[config.mk]
export PLATFORM = sky130hd
export DESIGN_NAME = capture_b_control
export DESIGN_NICKNAME = d
export VERILOG_FILES = /design/src/rtl/capture_b_pkg.sv /design/src/rtl/capture_b_vertical_line_counter_reset.sv /design/src/rtl/capture_b_resync.sv /design/src/rtl/capture_b_control.sv
export SDC_FILE = /design/constraint.sdc
export NUM_CORES = 1
export LEC_CHECK = 0
export ABC_AREA = 1
export BUFFER_PORTS_ARGS = -buffer_cell sky130_fd_sc_hd__clkbuf_2
export CORE_AREA = 2 2 66 68
export DETAILED_ROUTE_END_ITERATION = 12
export DIE_AREA = 0 0 68 70
export GPL_ROUTABILITY_DRIVEN = 0
export PLACE_DENSITY = 0.76
export SETUP_SLACK_MARGIN = 0.5
export SYNTH_ARGS = -nofsm -noshare
export SYNTH_HDL_FRONTEND = slang
export SYNTH_SLANG_ARGS = --single-unit
[constraint.sdc]
create_clock -name I_CLK -period 1.2 [get_ports I_CLK]
set_input_delay 0.06 -clock I_CLK [delete_from_list [all_inputs] [get_ports I_CLK]]
set_output_delay 0.06 -clock I_CLK [all_outputs]
set_load 0.01 [all_outputs]
[src/rtl/capture_b_pkg.sv]
// Shared constants and types for the capture channel B control block.
// Assumes a single clock domain and synchronous active-low reset.
`default_nettype none
package capture_b_pkg;
  // ****************************************************************
  // Register map
  // ****************************************************************
  localparam logic [3:0] ADDR_CONTROL = 4'h0;
  localparam logic [3:0] ADDR_STATUS = 4'h4;
  localparam logic [3:0] ADDR_IRQ_STATUS = 4'h8;
  localparam logic [3:0] ADDR_IRQ_MASK = 4'hC;
  // ****************************************************************
  // Control field positions
  // ****************************************************************
  localparam int BIT_CHANNEL_RESET = 31;
  localparam int BIT_BLOCK_CAPTURE = 30;
  localparam int BIT_FIELD_INVERT = 20;
  localparam int BIT_VRESET_SELECT = 17;
  localparam int BIT_CAPTURE_ENABLE = 15;
  localparam int BIT_FIELD_TWO_SEL = 5;
  localparam int BIT_FIELD_ONE_SEL = 4;
  // Writable control bits other than bit 31; everything else (reserved and omitted fields) reads 0
  localparam logic [31:0] CONTROL_WMASK = 32'h4012_8030;
  localparam logic [31:0] CONTROL_RESET = 32'h4002_0030;
  // ****************************************************************
  // Status and interrupt bit positions
  // ****************************************************************
  localparam int ST_FIELD_ONE = 0;
  localparam int ST_FIELD_TWO = 1;
  localparam int ST_FRAME = 2;
  localparam int ST_VERTICAL = 3;
  localparam int ST_RESET_DONE = 4;
  localparam int NUM_EVENTS = 5;
  localparam logic [NUM_EVENTS-1:0] EVENTS_ZERO = 5'h00;
  localparam logic [NUM_EVENTS-1:0] FIELD_FLAGS = 5'h07;
  // ****************************************************************
  // Types
  // ****************************************************************
  typedef struct packed {
    logic [3:0] addr;
    logic [31:0] wdata;
    logic wr;
    logic rd;
  } bus_req_type;

  typedef struct packed {
    logic field_one_done;
    logic field_two_done;
    logic frame_done;
    logic vertical_irq;
    logic field_bit;
    logic eav_seen;
    logic eav_v_bit;
    logic vertical_control_input;
  } video_in_type;

  typedef enum logic [1:0] {
    RST_IDLE,
    RST_DRAIN,
    RST_FLUSH
  } reset_state_type;
endpackage : capture_b_pkg
`default_nettype wire

[src/rtl/capture_b_vertical_line_counter_reset.sv]
// Produces the vertical line counter reset pulse.
// Assumes EAV codes and the vertical control input are synchronous to the clock.
`default_nettype none
module capture_b_vertical_line_counter_reset
(
  input wire logic i_clk,
  input wire logic i_nrst,
  input wire logic i_select,
  input wire logic i_eav_seen,
  input wire logic i_eav_v_bit,
  input wire logic i_vctl,
  output logic o_reset_pulse
);
  import capture_b_pkg::*;

  logic vprev_q;
  logic vprev_d;
  logic vctl_q;
  logic vctl_d;
  logic eav_edge;
  logic vctl_edge;

  // ****************************************************************
  // Edge detection on V bit and vertical control input
  // ****************************************************************
  always_comb
  begin
    vprev_d = i_eav_seen ? i_eav_v_bit : vprev_q;
    vctl_d = i_vctl;
    // First EAV with V=1 (select 0) or first with V=0 (select 1)
    eav_edge = i_eav_seen && (i_eav_v_bit != vprev_q) && (i_eav_v_bit == !i_select);
    vctl_edge = (i_vctl != vctl_q) && (i_vctl == !i_select);
    o_reset_pulse = eav_edge || vctl_edge;
  end

  // Register previous levels
  always_ff @(posedge i_clk)
  begin
    if (!i_nrst)
    begin
      vprev_q <= 1'b0;
      vctl_q <= 1'b0;
    end
    else
    begin
      vprev_q <= vprev_d;
      vctl_q <= vctl_d;
    end
  end
endmodule : capture_b_vertical_line_counter_reset
`default_nettype wire

[src/rtl/capture_b_resync.sv]
// Holds capture DMA events off after block capture clears until a frame start.
// Assumes a one-cycle frame start pulse from the field detector.
`default_nettype none
module capture_b_resync
(
  input wire logic i_clk,
  input wire logic i_nrst,
  input wire logic i_block,
  input wire logic i_frame_start,
  output logic o_events_allowed
);
  import capture_b_pkg::*;

  logic wait_q;
  logic wait_d;

  // ****************************************************************
  // Wait for next frame after unblocking
  // ****************************************************************
  always_comb
  begin
    if (i_block)
      wait_d = 1'b1;
    else if (i_frame_start)
      wait_d = 1'b0;
    else
      wait_d = wait_q;
    o_events_allowed = !i_block && !wait_q;
  end

  // Out of reset the block bit is set, so start waiting
  always_ff @(posedge i_clk)
  begin
    if (!i_nrst)
      wait_q <= 1'b1;
    else
      wait_q <= wait_d;
  end
endmodule : capture_b_resync
`default_nettype wire

[src/rtl/capture_b_control.sv]
// Control register bank of video capture channel B with status and interrupts.
// Assumes a plain register port, synchronous video indications and one clock.
// Assumes the capture FIFO, DMA engine and field detector live outside it.
// Function
// - Writing 1 to bit 31 starts a channel reset; 0 does nothing.
// - Channel reset waits for pending DMA, then flushes the capture FIFO.
// - Channel reset clears capture enable and restores the control register reset values.
// - While blocked, field and frame complete flags are not set.
// - While blocked, no field, frame or vertical interrupt is raised.
// - After unblocking, DMA events stay off until the next frame start.
// - Field invert selects whether detected 0 means field 1 or 2.
// - Select 0 resets vertical counter at start of vertical blanking.
// - Select 1 resets vertical counter at end of vertical blanking.
// - Reserved bits read zero and ignore writes.
//
// Strobed register access and the address map are this design's own decisions.
`default_nettype none
module capture_b_control
(
  input wire logic I_CLK,
  input wire logic I_NRST,
  input wire capture_b_pkg::bus_req_type I_BUS,
  output logic [31:0] O_RDATA,
  input wire capture_b_pkg::video_in_type I_VIDEO,
  input wire logic I_FRAME_START,
  input wire logic I_DMA_PENDING,
  input wire logic I_FIFO_EMPTY,
  input wire logic I_DMA_EVENT_REQ,
  output logic O_DMA_EVENT,
  output logic O_FIFO_FLUSH,
  output logic O_CAPTURE_ENABLE,
  output logic O_FIELD_IS_TWO,
  output logic O_FIELD_ONE_SEL,
  output logic O_FIELD_TWO_SEL,
  output logic O_VERTICAL_LINE_COUNTER_RESET,
  output logic O_IRQ
);
  import capture_b_pkg::*;

  // ****************************************************************
  // Declarations
  // ****************************************************************
  // Register bank and read-back
  logic [31:0] ctrl_q;
  logic [31:0] ctrl_d;
  logic [31:0] rdata_q;
  logic [31:0] rdata_d;
  logic [NUM_EVENTS-1:0] status_q;
  logic [NUM_EVENTS-1:0] status_d;
  logic [NUM_EVENTS-1:0] mask_q;
  logic [NUM_EVENTS-1:0] mask_d;

  // Status event strobes
  logic [NUM_EVENTS-1:0] set_ev;
  logic [NUM_EVENTS-1:0] clr_ev;

  // Channel reset sequencer
  reset_state_type rst_state_q;
  reset_state_type rst_state_d;

  // Registered outputs
  logic field_two_q;
  logic field_two_d;
  logic dma_event_q;
  logic dma_event_d;
  logic flush_q;
  logic flush_d;

  // Internal control signals
  logic reset_done;
  logic blocked;
  logic events_allowed;
  logic vertical_line_counter_pulse;
  logic wr_ctrl;
  logic wr_status;
  logic wr_mask;

  // Write strobe decode, one register per address
  always_comb
  begin
    wr_ctrl = 1'b0;
    wr_status = 1'b0;
    wr_mask = 1'b0;
    if (I_BUS.wr)
    begin
      if (I_BUS.addr == ADDR_CONTROL)
        wr_ctrl = 1'b1;
      else if (I_BUS.addr == ADDR_IRQ_STATUS)
        wr_status = 1'b1;
      else if (I_BUS.addr == ADDR_IRQ_MASK)
        wr_mask = 1'b1;
    end
  end

  // Block capture bit gates events, flags and the flush
  assign blocked = ctrl_q[BIT_BLOCK_CAPTURE];

  // ****************************************************************
  // Channel reset sequencer
  // ****************************************************************
  // Wait for pending DMA, flush the FIFO, then restore the register
  always_comb
  begin
    rst_state_d = rst_state_q;
    reset_done = 1'b0;
    case (rst_state_q)
      RST_IDLE:
        if (ctrl_q[BIT_CHANNEL_RESET])
          rst_state_d = RST_DRAIN;
      RST_DRAIN:
        if (!I_DMA_PENDING)
          rst_state_d = RST_FLUSH;
      RST_FLUSH:
        if (I_FIFO_EMPTY)
        begin
          rst_state_d = RST_IDLE;
          reset_done = 1'b1;
        end
      default:
        rst_state_d = RST_IDLE;
    endcase
  end

  // Register the sequencer state
  always_ff @(posedge I_CLK)
  begin
    if (!I_NRST)
      rst_state_q <= RST_IDLE;
    else
      rst_state_q <= rst_state_d;
  end

  // ****************************************************************
  // Control register
  // ****************************************************************
  // Next control value from reset completion or a bus write
  always_comb
  begin
    ctrl_d = ctrl_q;
    if (reset_done)
      ctrl_d = CONTROL_RESET;
    else if (wr_ctrl && !ctrl_q[BIT_CHANNEL_RESET])
    begin
      // Reserved bits are masked out of every write
      ctrl_d = I_BUS.wdata & CONTROL_WMASK;
      // Writing 0 never clears a pending reset request
      ctrl_d[BIT_CHANNEL_RESET] = I_BUS.wdata[BIT_CHANNEL_RESET];
      if (I_BUS.wdata[BIT_CHANNEL_RESET])
        ctrl_d[BIT_CAPTURE_ENABLE] = 1'b0;
    end
    else if (wr_ctrl)
    begin
      // During a reset only the block bit may change
      ctrl_d[BIT_BLOCK_CAPTURE] = I_BUS.wdata[BIT_BLOCK_CAPTURE];
    end
  end

  // Register the control bits
  always_ff @(posedge I_CLK)
  begin
    if (!I_NRST)
      ctrl_q <= CONTROL_RESET;
    else
      ctrl_q <= ctrl_d;
  end

  // ****************************************************************
  // Field identity
  // ****************************************************************
  // Detected 0 means field 1 unless invert is set
  always_comb
  begin
    field_two_d = I_VIDEO.field_bit ^ ctrl_q[BIT_FIELD_INVERT];
  end

  // Register the field identity for the capture logic
  always_ff @(posedge I_CLK)
  begin
    if (!I_NRST)
      field_two_q <= 1'b0;
    else
      field_two_q <= field_two_d;
  end

  // ****************************************************************
  // DMA event gating
  // ****************************************************************
  // Pass a request only when enabled, unblocked, resynchronised and idle
  always_comb
  begin
    dma_event_d = I_DMA_EVENT_REQ && events_allowed && ctrl_q[BIT_CAPTURE_ENABLE]
      && (rst_state_q == RST_IDLE) && !ctrl_q[BIT_CHANNEL_RESET];
  end

  // Registered event pulse, one cycle after the request
  always_ff @(posedge I_CLK)
  begin
    if (!I_NRST)
      dma_event_q <= 1'b0;
    else
      dma_event_q <= dma_event_d;
  end

  // ****************************************************************
  // FIFO flush
  // ****************************************************************
  // Flush while blocked or in the flush step of a channel reset
  always_comb
  begin
    flush_d = blocked || (rst_state_q == RST_FLUSH);
  end

  // Registered flush level
  always_ff @(posedge I_CLK)
  begin
    if (!I_NRST)
      flush_q <= 1'b0;
    else
      flush_q <= flush_d;
  end

  // ****************************************************************
  // Interrupt status register
  // ****************************************************************
  // Sticky event bits, cleared by writing ones
  always_comb
  begin
    set_ev = EVENTS_ZERO;
    if (!blocked)
    begin
      set_ev[ST_FIELD_ONE] = I_VIDEO.field_one_done;
      set_ev[ST_FIELD_TWO] = I_VIDEO.field_two_done;
      set_ev[ST_FRAME] = I_VIDEO.frame_done;
      set_ev[ST_VERTICAL] = I_VIDEO.vertical_irq;
    end
    set_ev[ST_RESET_DONE] = reset_done;
    clr_ev = wr_status ? I_BUS.wdata[NUM_EVENTS-1:0] : EVENTS_ZERO;
    // Set wins over a simultaneous clear
    status_d = (status_q & ~clr_ev) | set_ev;
    if (reset_done)
      status_d = (status_q & ~FIELD_FLAGS) | set_ev;
  end

  // Register the sticky status bits
  always_ff @(posedge I_CLK)
  begin
    if (!I_NRST)
      status_q <= EVENTS_ZERO;
    else
      status_q <= status_d;
  end

  // ****************************************************************
  // Interrupt mask register
  // ****************************************************************
  // Mask bits follow the status layout
  always_comb
  begin
    mask_d = wr_mask ? I_BUS.wdata[NUM_EVENTS-1:0] : mask_q;
  end

  // Register the mask
  always_ff @(posedge I_CLK)
  begin
    if (!I_NRST)
      mask_q <= EVENTS_ZERO;
    else
      mask_q <= mask_d;
  end

  // ****************************************************************
  // Read data path
  // ****************************************************************
  // Select the addressed register; zero outside a read
  always_comb
  begin
    rdata_d = 32'h0000_0000;
    if (I_BUS.rd)
    begin
      if (I_BUS.addr == ADDR_CONTROL)
      begin
        rdata_d = ctrl_q & CONTROL_WMASK;
        // The reset request reads back 1 until the sequence finishes
        rdata_d[BIT_CHANNEL_RESET] = ctrl_q[BIT_CHANNEL_RESET];
      end
      else if (I_BUS.addr == ADDR_STATUS)
        rdata_d = {27'h0000000, rst_state_q != RST_IDLE, !events_allowed, blocked,
                   field_two_q, ctrl_q[BIT_CAPTURE_ENABLE]};
      else if (I_BUS.addr == ADDR_IRQ_STATUS)
        rdata_d = {27'h0000000, status_q};
      else if (I_BUS.addr == ADDR_IRQ_MASK)
        rdata_d = {27'h0000000, mask_q};
      else
        rdata_d = 32'h0000_0000;
    end
  end

  // Read data stands in the cycle after the strobe
  always_ff @(posedge I_CLK)
  begin
    if (!I_NRST)
      rdata_q <= 32'h0000_0000;
    else
      rdata_q <= rdata_d;
  end

  // ****************************************************************
  // Submodules
  // ****************************************************************
  // Holds events off after unblocking until a frame start
  capture_b_resync u_resync
  (
    .i_clk(I_CLK),
    .i_nrst(I_NRST),
    .i_block(blocked),
    .i_frame_start(I_FRAME_START),
    .o_events_allowed(events_allowed)
  );

  // Picks the vertical counter reset point
  capture_b_vertical_line_counter_reset u_vreset
  (
    .i_clk(I_CLK),
    .i_nrst(I_NRST),
    .i_select(ctrl_q[BIT_VRESET_SELECT]),
    .i_eav_seen(I_VIDEO.eav_seen),
    .i_eav_v_bit(I_VIDEO.eav_v_bit),
    .i_vctl(I_VIDEO.vertical_control_input),
    .o_reset_pulse(vertical_line_counter_pulse)
  );

  // ****************************************************************
  // Outputs
  // ****************************************************************
  assign O_RDATA = rdata_q;
  assign O_DMA_EVENT = dma_event_q;
  assign O_FIFO_FLUSH = flush_q;
  assign O_CAPTURE_ENABLE = ctrl_q[BIT_CAPTURE_ENABLE];
  assign O_FIELD_IS_TWO = field_two_q;
  assign O_FIELD_ONE_SEL = ctrl_q[BIT_FIELD_ONE_SEL];
  assign O_FIELD_TWO_SEL = ctrl_q[BIT_FIELD_TWO_SEL];
  assign O_VERTICAL_LINE_COUNTER_RESET = vertical_line_counter_pulse;
  // Level interrupt from any unmasked sticky bit
  assign O_IRQ = |(status_q & mask_q);
endmodule : capture_b_control
`default_nettype wire

Yosys cells after proc, flatten, opt, wreduce, memory -nomap -nowiden
Index checks and enable logic that the tools add are counted.
{"block": "totals", "in_bits": 52, "wordCells": 86, "regBits": 57}
{"block": "classes", "eq_ne": 12, "n_reduce_logical": 27, "bitwise": 8, "n_mux": 25}
{"op": "32-bit two-way mux", "n": 1}
{"op": "5-bit two-way mux", "n": 5}
{"op": "1-bit two-way mux", "n": 14}
{"op": "5-bit bitwise AND", "n": 2}
{"op": "5-bit bitwise OR", "n": 2}
{"op": "5-bit OR reduction", "n": 2}
{"op": "1-bit logical AND", "n": 9}
{"op": "4-bit == test, second input constant", "n": 2}
{"op": "2-bit two-way mux", "n": 3}
{"op": "2-bit != test, second input constant", "n": 3}
{"op": "2-bit case mux with 3 select lines", "n": 1}
{"op": "1-bit zero test", "n": 5}
{"op": "5-bit inverter", "n": 1}
{"op": "4-bit by 3-bit == test with 1-bit output, second input constant", "n": 1}
{"op": "4-bit zero test", "n": 1}
{"op": "4-bit two-way mux", "n": 1}
{"op": "2-bit nonzero test", "n": 2}
{"op": "2-bit OR reduction", "n": 2}
{"op": "3-bit AND reduction", "n": 1}
{"op": "3-bit OR reduction", "n": 1}
{"op": "1-bit == test", "n": 2}
{"op": "2-bit by 1-bit == test with 1-bit output, second input constant", "n": 1}
{"op": "2-bit == test, second input constant", "n": 1}
{"op": "2-bit zero test", "n": 1}
{"op": "5 further kinds", "n": 8}

Longest topological paths before layout
{"block": "depth", "word_depth": 9, "depth_mapped": 7, "ltp_nobuf": 7}

By module
Synthesis repeated with hierarchy kept, for this count alone.
{"block": "unflattened", "cells_unflattened": 232, "hier_area_um2": 1677.9}
{"module": "capture_b_control", "n_inst": 1, "cells_per_inst": 203, "area_each_um2": 1512.7}
{"module": "capture_b_vertical_line_counter_reset", "n_inst": 1, "cells_per_inst": 22, "area_each_um2": 120.1}
{"module": "capture_b_resync", "n_inst": 1, "cells_per_inst": 7, "area_each_um2": 45.0}

Worst setup path before layout
No wires, ideal clock.
{"block": "synth_path", "path_type": "flip-flop to flip-flop", "startpoint": "register rst_state_q[0]", "endpoint": "register ctrl_q[30]", "period_less_slack_ns": 0.945, "slack_ns": 0.255, "setup_ns": 0.128, "stages_incl_launch_ff": 6, "t_required_ns": 1.072, "arrival_ns": 0.816, "path_buffers": 0, "path_cell_list": "dfxtp_1 > inv_1 > nand3_1 > nand2_1 > inv_1 > o211ai_1"}
{"block": "synth_via", "elab_chain_cells": 3}
{"item": "from (decl)", "line_no": "capture_b_control.sv:58", "text": "reset_state_type rst_state_q;"}
{"item": "from (signal assigned)", "line_no": "capture_b_control.sv:130", "text": "rst_state_q <= rst_state_d;"}
{"item": "2-bit == test", "line_no": "capture_b_control.sv:106", "text": "case (rst_state_q)"}
{"item": "1-bit two-way mux", "line_no": "capture_b_control.sv:106"}
{"item": "2-bit OR reduction (no source line)"}
{"item": "to (signal assigned)", "line_no": "capture_b_control.sv:164", "text": "ctrl_q <= ctrl_d;"}
{"item": "to (decl)", "line_no": "capture_b_control.sv:44", "text": "logic [31:0] ctrl_q;"}
No other way between the ends.
A chain may end at the register's enable or synchronous reset.

Final worst setup path
{"block": "layout_path", "startpoint": "register mask_q[4]", "endpoint": "output port O_IRQ"}
{"block": "layout_via", "elab_chain_cells": 2}
{"item": "from (decl)", "line_no": "capture_b_control.sv:50", "text": "logic [NUM_EVENTS-1:0] mask_q;"}
{"item": "from (signal assigned)", "line_no": "capture_b_control.sv:268", "text": "mask_q <= mask_d;"}
{"item": "5-bit bitwise AND", "line_no": "capture_b_control.sv:344", "text": "assign O_IRQ = |(status_q & mask_q);"}
{"item": "5-bit OR reduction", "line_no": "capture_b_control.sv:344"}
{"item": "to (decl)", "line_no": "capture_b_control.sv:36", "text": "output logic O_IRQ"}
No other way between the ends.

==> reports/results.tsv <==
stage	metric	value	unit
run_status	status	finished clean	
floorplan	Starting Density	41.3	%
sta	fin crit share	94.8	%
global_routing	grt met2 use	31.2	%
synthesis	sequential area share after synthesis	42.1	%
synthesis	most area-hungry cell type in the Yosys netlist	dfxtp_1	
synthesis	Cell variety after synth	29	
pwr	VDD IR max	0.430	mV
route	1st-iter DRT viols	210	
worst_setup_path	worst setup path class	reg -> out	
final_layout	Reg area	757	sq um
global_routing	first-pass GRT wire length	6740	um
global_routing	met3 usage	4.67	%
clock_network	root buffer cell	clkbuf_8	
clock_network	TritonCTS Sinks	36	
route	Routed wire per std cell	13.2	um
final_layout	fin cells	373	
worst_setup_path	CP Launch Type	register	
worst_setup_path	Crit. Startpoint	mask_q[4]$_SDFFE_PN0P_	
worst_setup_path	endpoint class of the critical path	output pin	
global_routing	Top Usage Layer GRT	met2	
synthesis	top-count cell post-synth	nand2_1	
final_layout	P&R area growth vs syn	52.7	%
final_layout	layout cells sized above 1	51.4	%
floorplan	Site Rows	24	
global_routing	gr ovfl total	0	
placement	post-DP HPWL	2820	um
global_routing	initial antenna violation count	0	
clock_network	htree depth	2	
synthesis	Warnings, synthesis	0	
floorplan	# IOs	92	
route	Routed Antenna Nets	0	
route	drt pass-1 iters	4	
final_layout	footprint of the multi-input gates	962	sq um
sta	Hold Fails Final Rpt	0	
floorplan	die area	4760	sq um
clock_network	Max Root-Sink Buffers	2	
clock_network	total CTS buffers	5	
sta	Setup violations, final	0	
sta	Setup Skew	0.0101	ns
sta	unrepaired setup endpoints after global routing	true	
global_routing	GRT Util Overall	18.8	%
synthesis	Syn Inst Count	235	
floorplan	Die Width	68	um
hold_path	Hold Crit Start	I_DMA_EVENT_REQ	
synthesis	top cell type's share of synthesized area	42.1	%
route	via count	1782	
pwr	Total Power	2390	uW
synthesis	Synth area leaders	dfxtp_1 42%, nand2_1 10%, buf_4 9.7%, nor2_1 8.6%, inv_1 6.6%	
global_routing	vias in the first global route	1527	
pwr	Lkg Pwr	0.00127	uW
synthesis	Top FF cell, synth	dfxtp_1	
clock_network	Clock Latency Late Sink	0.29	ns
synthesis	Async SR Flop Fraction	0	%
worst_setup_path	Critical Path RT	1.14	ns
route	vias per cell	4.78	
placement	port bufs	49	
sta	Max Freq	879	MHz
route	WL final	4920	um
pwr	P per Cell Area	916	nW/um^2
final_layout	Final Core Density	63.0	%
floorplan	core area	4140	sq um
synthesis	Post-synth EDFFs	0	
global_routing	GR Util met1	23.2	%
final_layout	# diodes	0	
floorplan	die height	70	um
run	max-cap viol count	0	
global_routing	largest net degree at the start of global routing	11	
hold_path	HP Class	in -> reg	
final_layout	Fillers	337	
final_layout	fin nets	373	
synthesis	Post-Syn Area	1710	sq um
synthesis	Synth top cells by count	47 x nand2_1, 39 x nor2_1, 36 x dfxtp_1, 30 x inv_1, 22 x buf_4	
worst_setup_path	critical path arrival	1.08	ns
synthesis	#FFs+latches synth	36	
placement	cell total after placement	334	
route	DRC viols	0	
synthesis	post-synthesis average cell area	7.28	sq um
sta	Final Critical Period	1.14	ns
worst_setup_path	CP max FO	2	
sta	Pins Over Slew Limit	0	
worst_setup_path	Crit Reg-Reg Startpoint	rst_state_q[0]$_SDFFE_PN0P_	
clock_network	clk slew on worst S/H paths	0.07	ns
clock_network	TritonCTS clock tree	done	
## state kept, by name, indices dropped and copies added, names as in the netlist
signal            count
u_vreset.vprev_q      1
O_FIFO_FLUSH          1
O_FIELD_IS_TWO        1
O_DMA_EVENT           1
status_q              5
rst_state_q           2
O_RDATA              11
u_vreset.vctl_q       1
ctrl_q                7
u_resync.wait_q       1
mask_q                5
## where the power goes
part           internal [uW]  switching (uW)
logic                    142             200
clock network            395             426
registers               1210            16.7
total                   1750             643
## critical path, stage by stage, from the launching register on
cell and delay [ns]:
dfxtp_2 0.33, nand2_1 0.06, nand2_1 0.07, a21oi_2 0.11, o221ai_2 0.09, clkbuf_2 0.13
## path summary, 6_finish.rpt
check | to | slack, ns | depth (start not counted)
worst max-delay path | O_IRQ | 0.06 | 5
worst min-delay path | O_DMA_EVENT$_SDFF_PN0_ | 0.02 | 3
worst max register to register | ctrl_q[20]$_SDFFE_PP0P_ | 0.25 | 6
worst min register to register | O_RDATA[20]$_SDFF_PN0_ | 0.49 | 2
## logic make-up (layout without fill, tap and decap cells)
kind of cell	count (synthesis)	count (layout)	share of synthesized area (%)
xor gates and xnor gates	1	1	0.512
AOI/OAI and AO/OA	25	25	8.49
DFF	36	36	42.1
other	1	21	0.219
and+or+nand+nor	117	117	30.7
buffers and inverters	55	121	17.9
## cell type report
class | count | area share [%]
clock buffer | 6 | 2.78
clock inverter | 1 | 0.192
inverter | 31 | 5.22
multi-input combinational | 164 | 36.8
sequential | 36 | 29.0
tap | 52 | 2.49
timing repair buffer | 83 | 23.5
## cells in the final DEF (no fill, tap or decap), drive strengths merged
master | synthesis | final
nand2 | 49 | 49
nor2 | 44 | 44
a21oi | 11 | 11
o21ai | 6 | 6
o21a | 1 | 1
nor4 | 1 | 1
inv | 31 | 31
dlygate4sd3 | 0 | 8
nand4 | 5 | 5
o211ai | 1 | 1
nor3 | 1 | 1
buf | 23 | 43
o221ai | 1 | 1
dfxtp | 36 | 36
xnor2 | 1 | 1
clkinv | 0 | 1
conb | 1 | 21
a21o | 3 | 3
a211oi | 1 | 1
a31oi | 1 | 1
clkbuf | 1 | 38
nand3 | 17 | 17
## metrics by stage
step / hold WS, ns / area [sq um] / setup WS [ns] / TNS (ns)
floorplan: 0.158 / 1850 / 0.400 / 0
finish: 0.0166 / 2610 / 0.0628 / 0
global route: 0.00437 / 2610 / -0.00271 / -0.00271
global placement: 0.257 / 1990 / 0.151 / 0
detailed placement: 0.261 / 1990 / 0.124 / 0
CTS: 0.000727 / 2390 / 0.0731 / 0
## per-layer routing
layer | vias up | share of wire, %
met2 | 71 | 53
met1 | 834 | 38
met4 | 0 | 2.3
met5 | - | 0
met3 | 12 | 6.4
li1 | 865 | -
## timing repair
action | in CTS | in global routing
gates resized for setup | 45 | 64
hold buffers | 7 | 1
endpoints found under the setup margin | 47 | 50
setup buffers | 16 | 8
endpoints found under the hold margin | 7 | 1
pin swaps | 20 | 19
(Power assumes the default switching activity.)
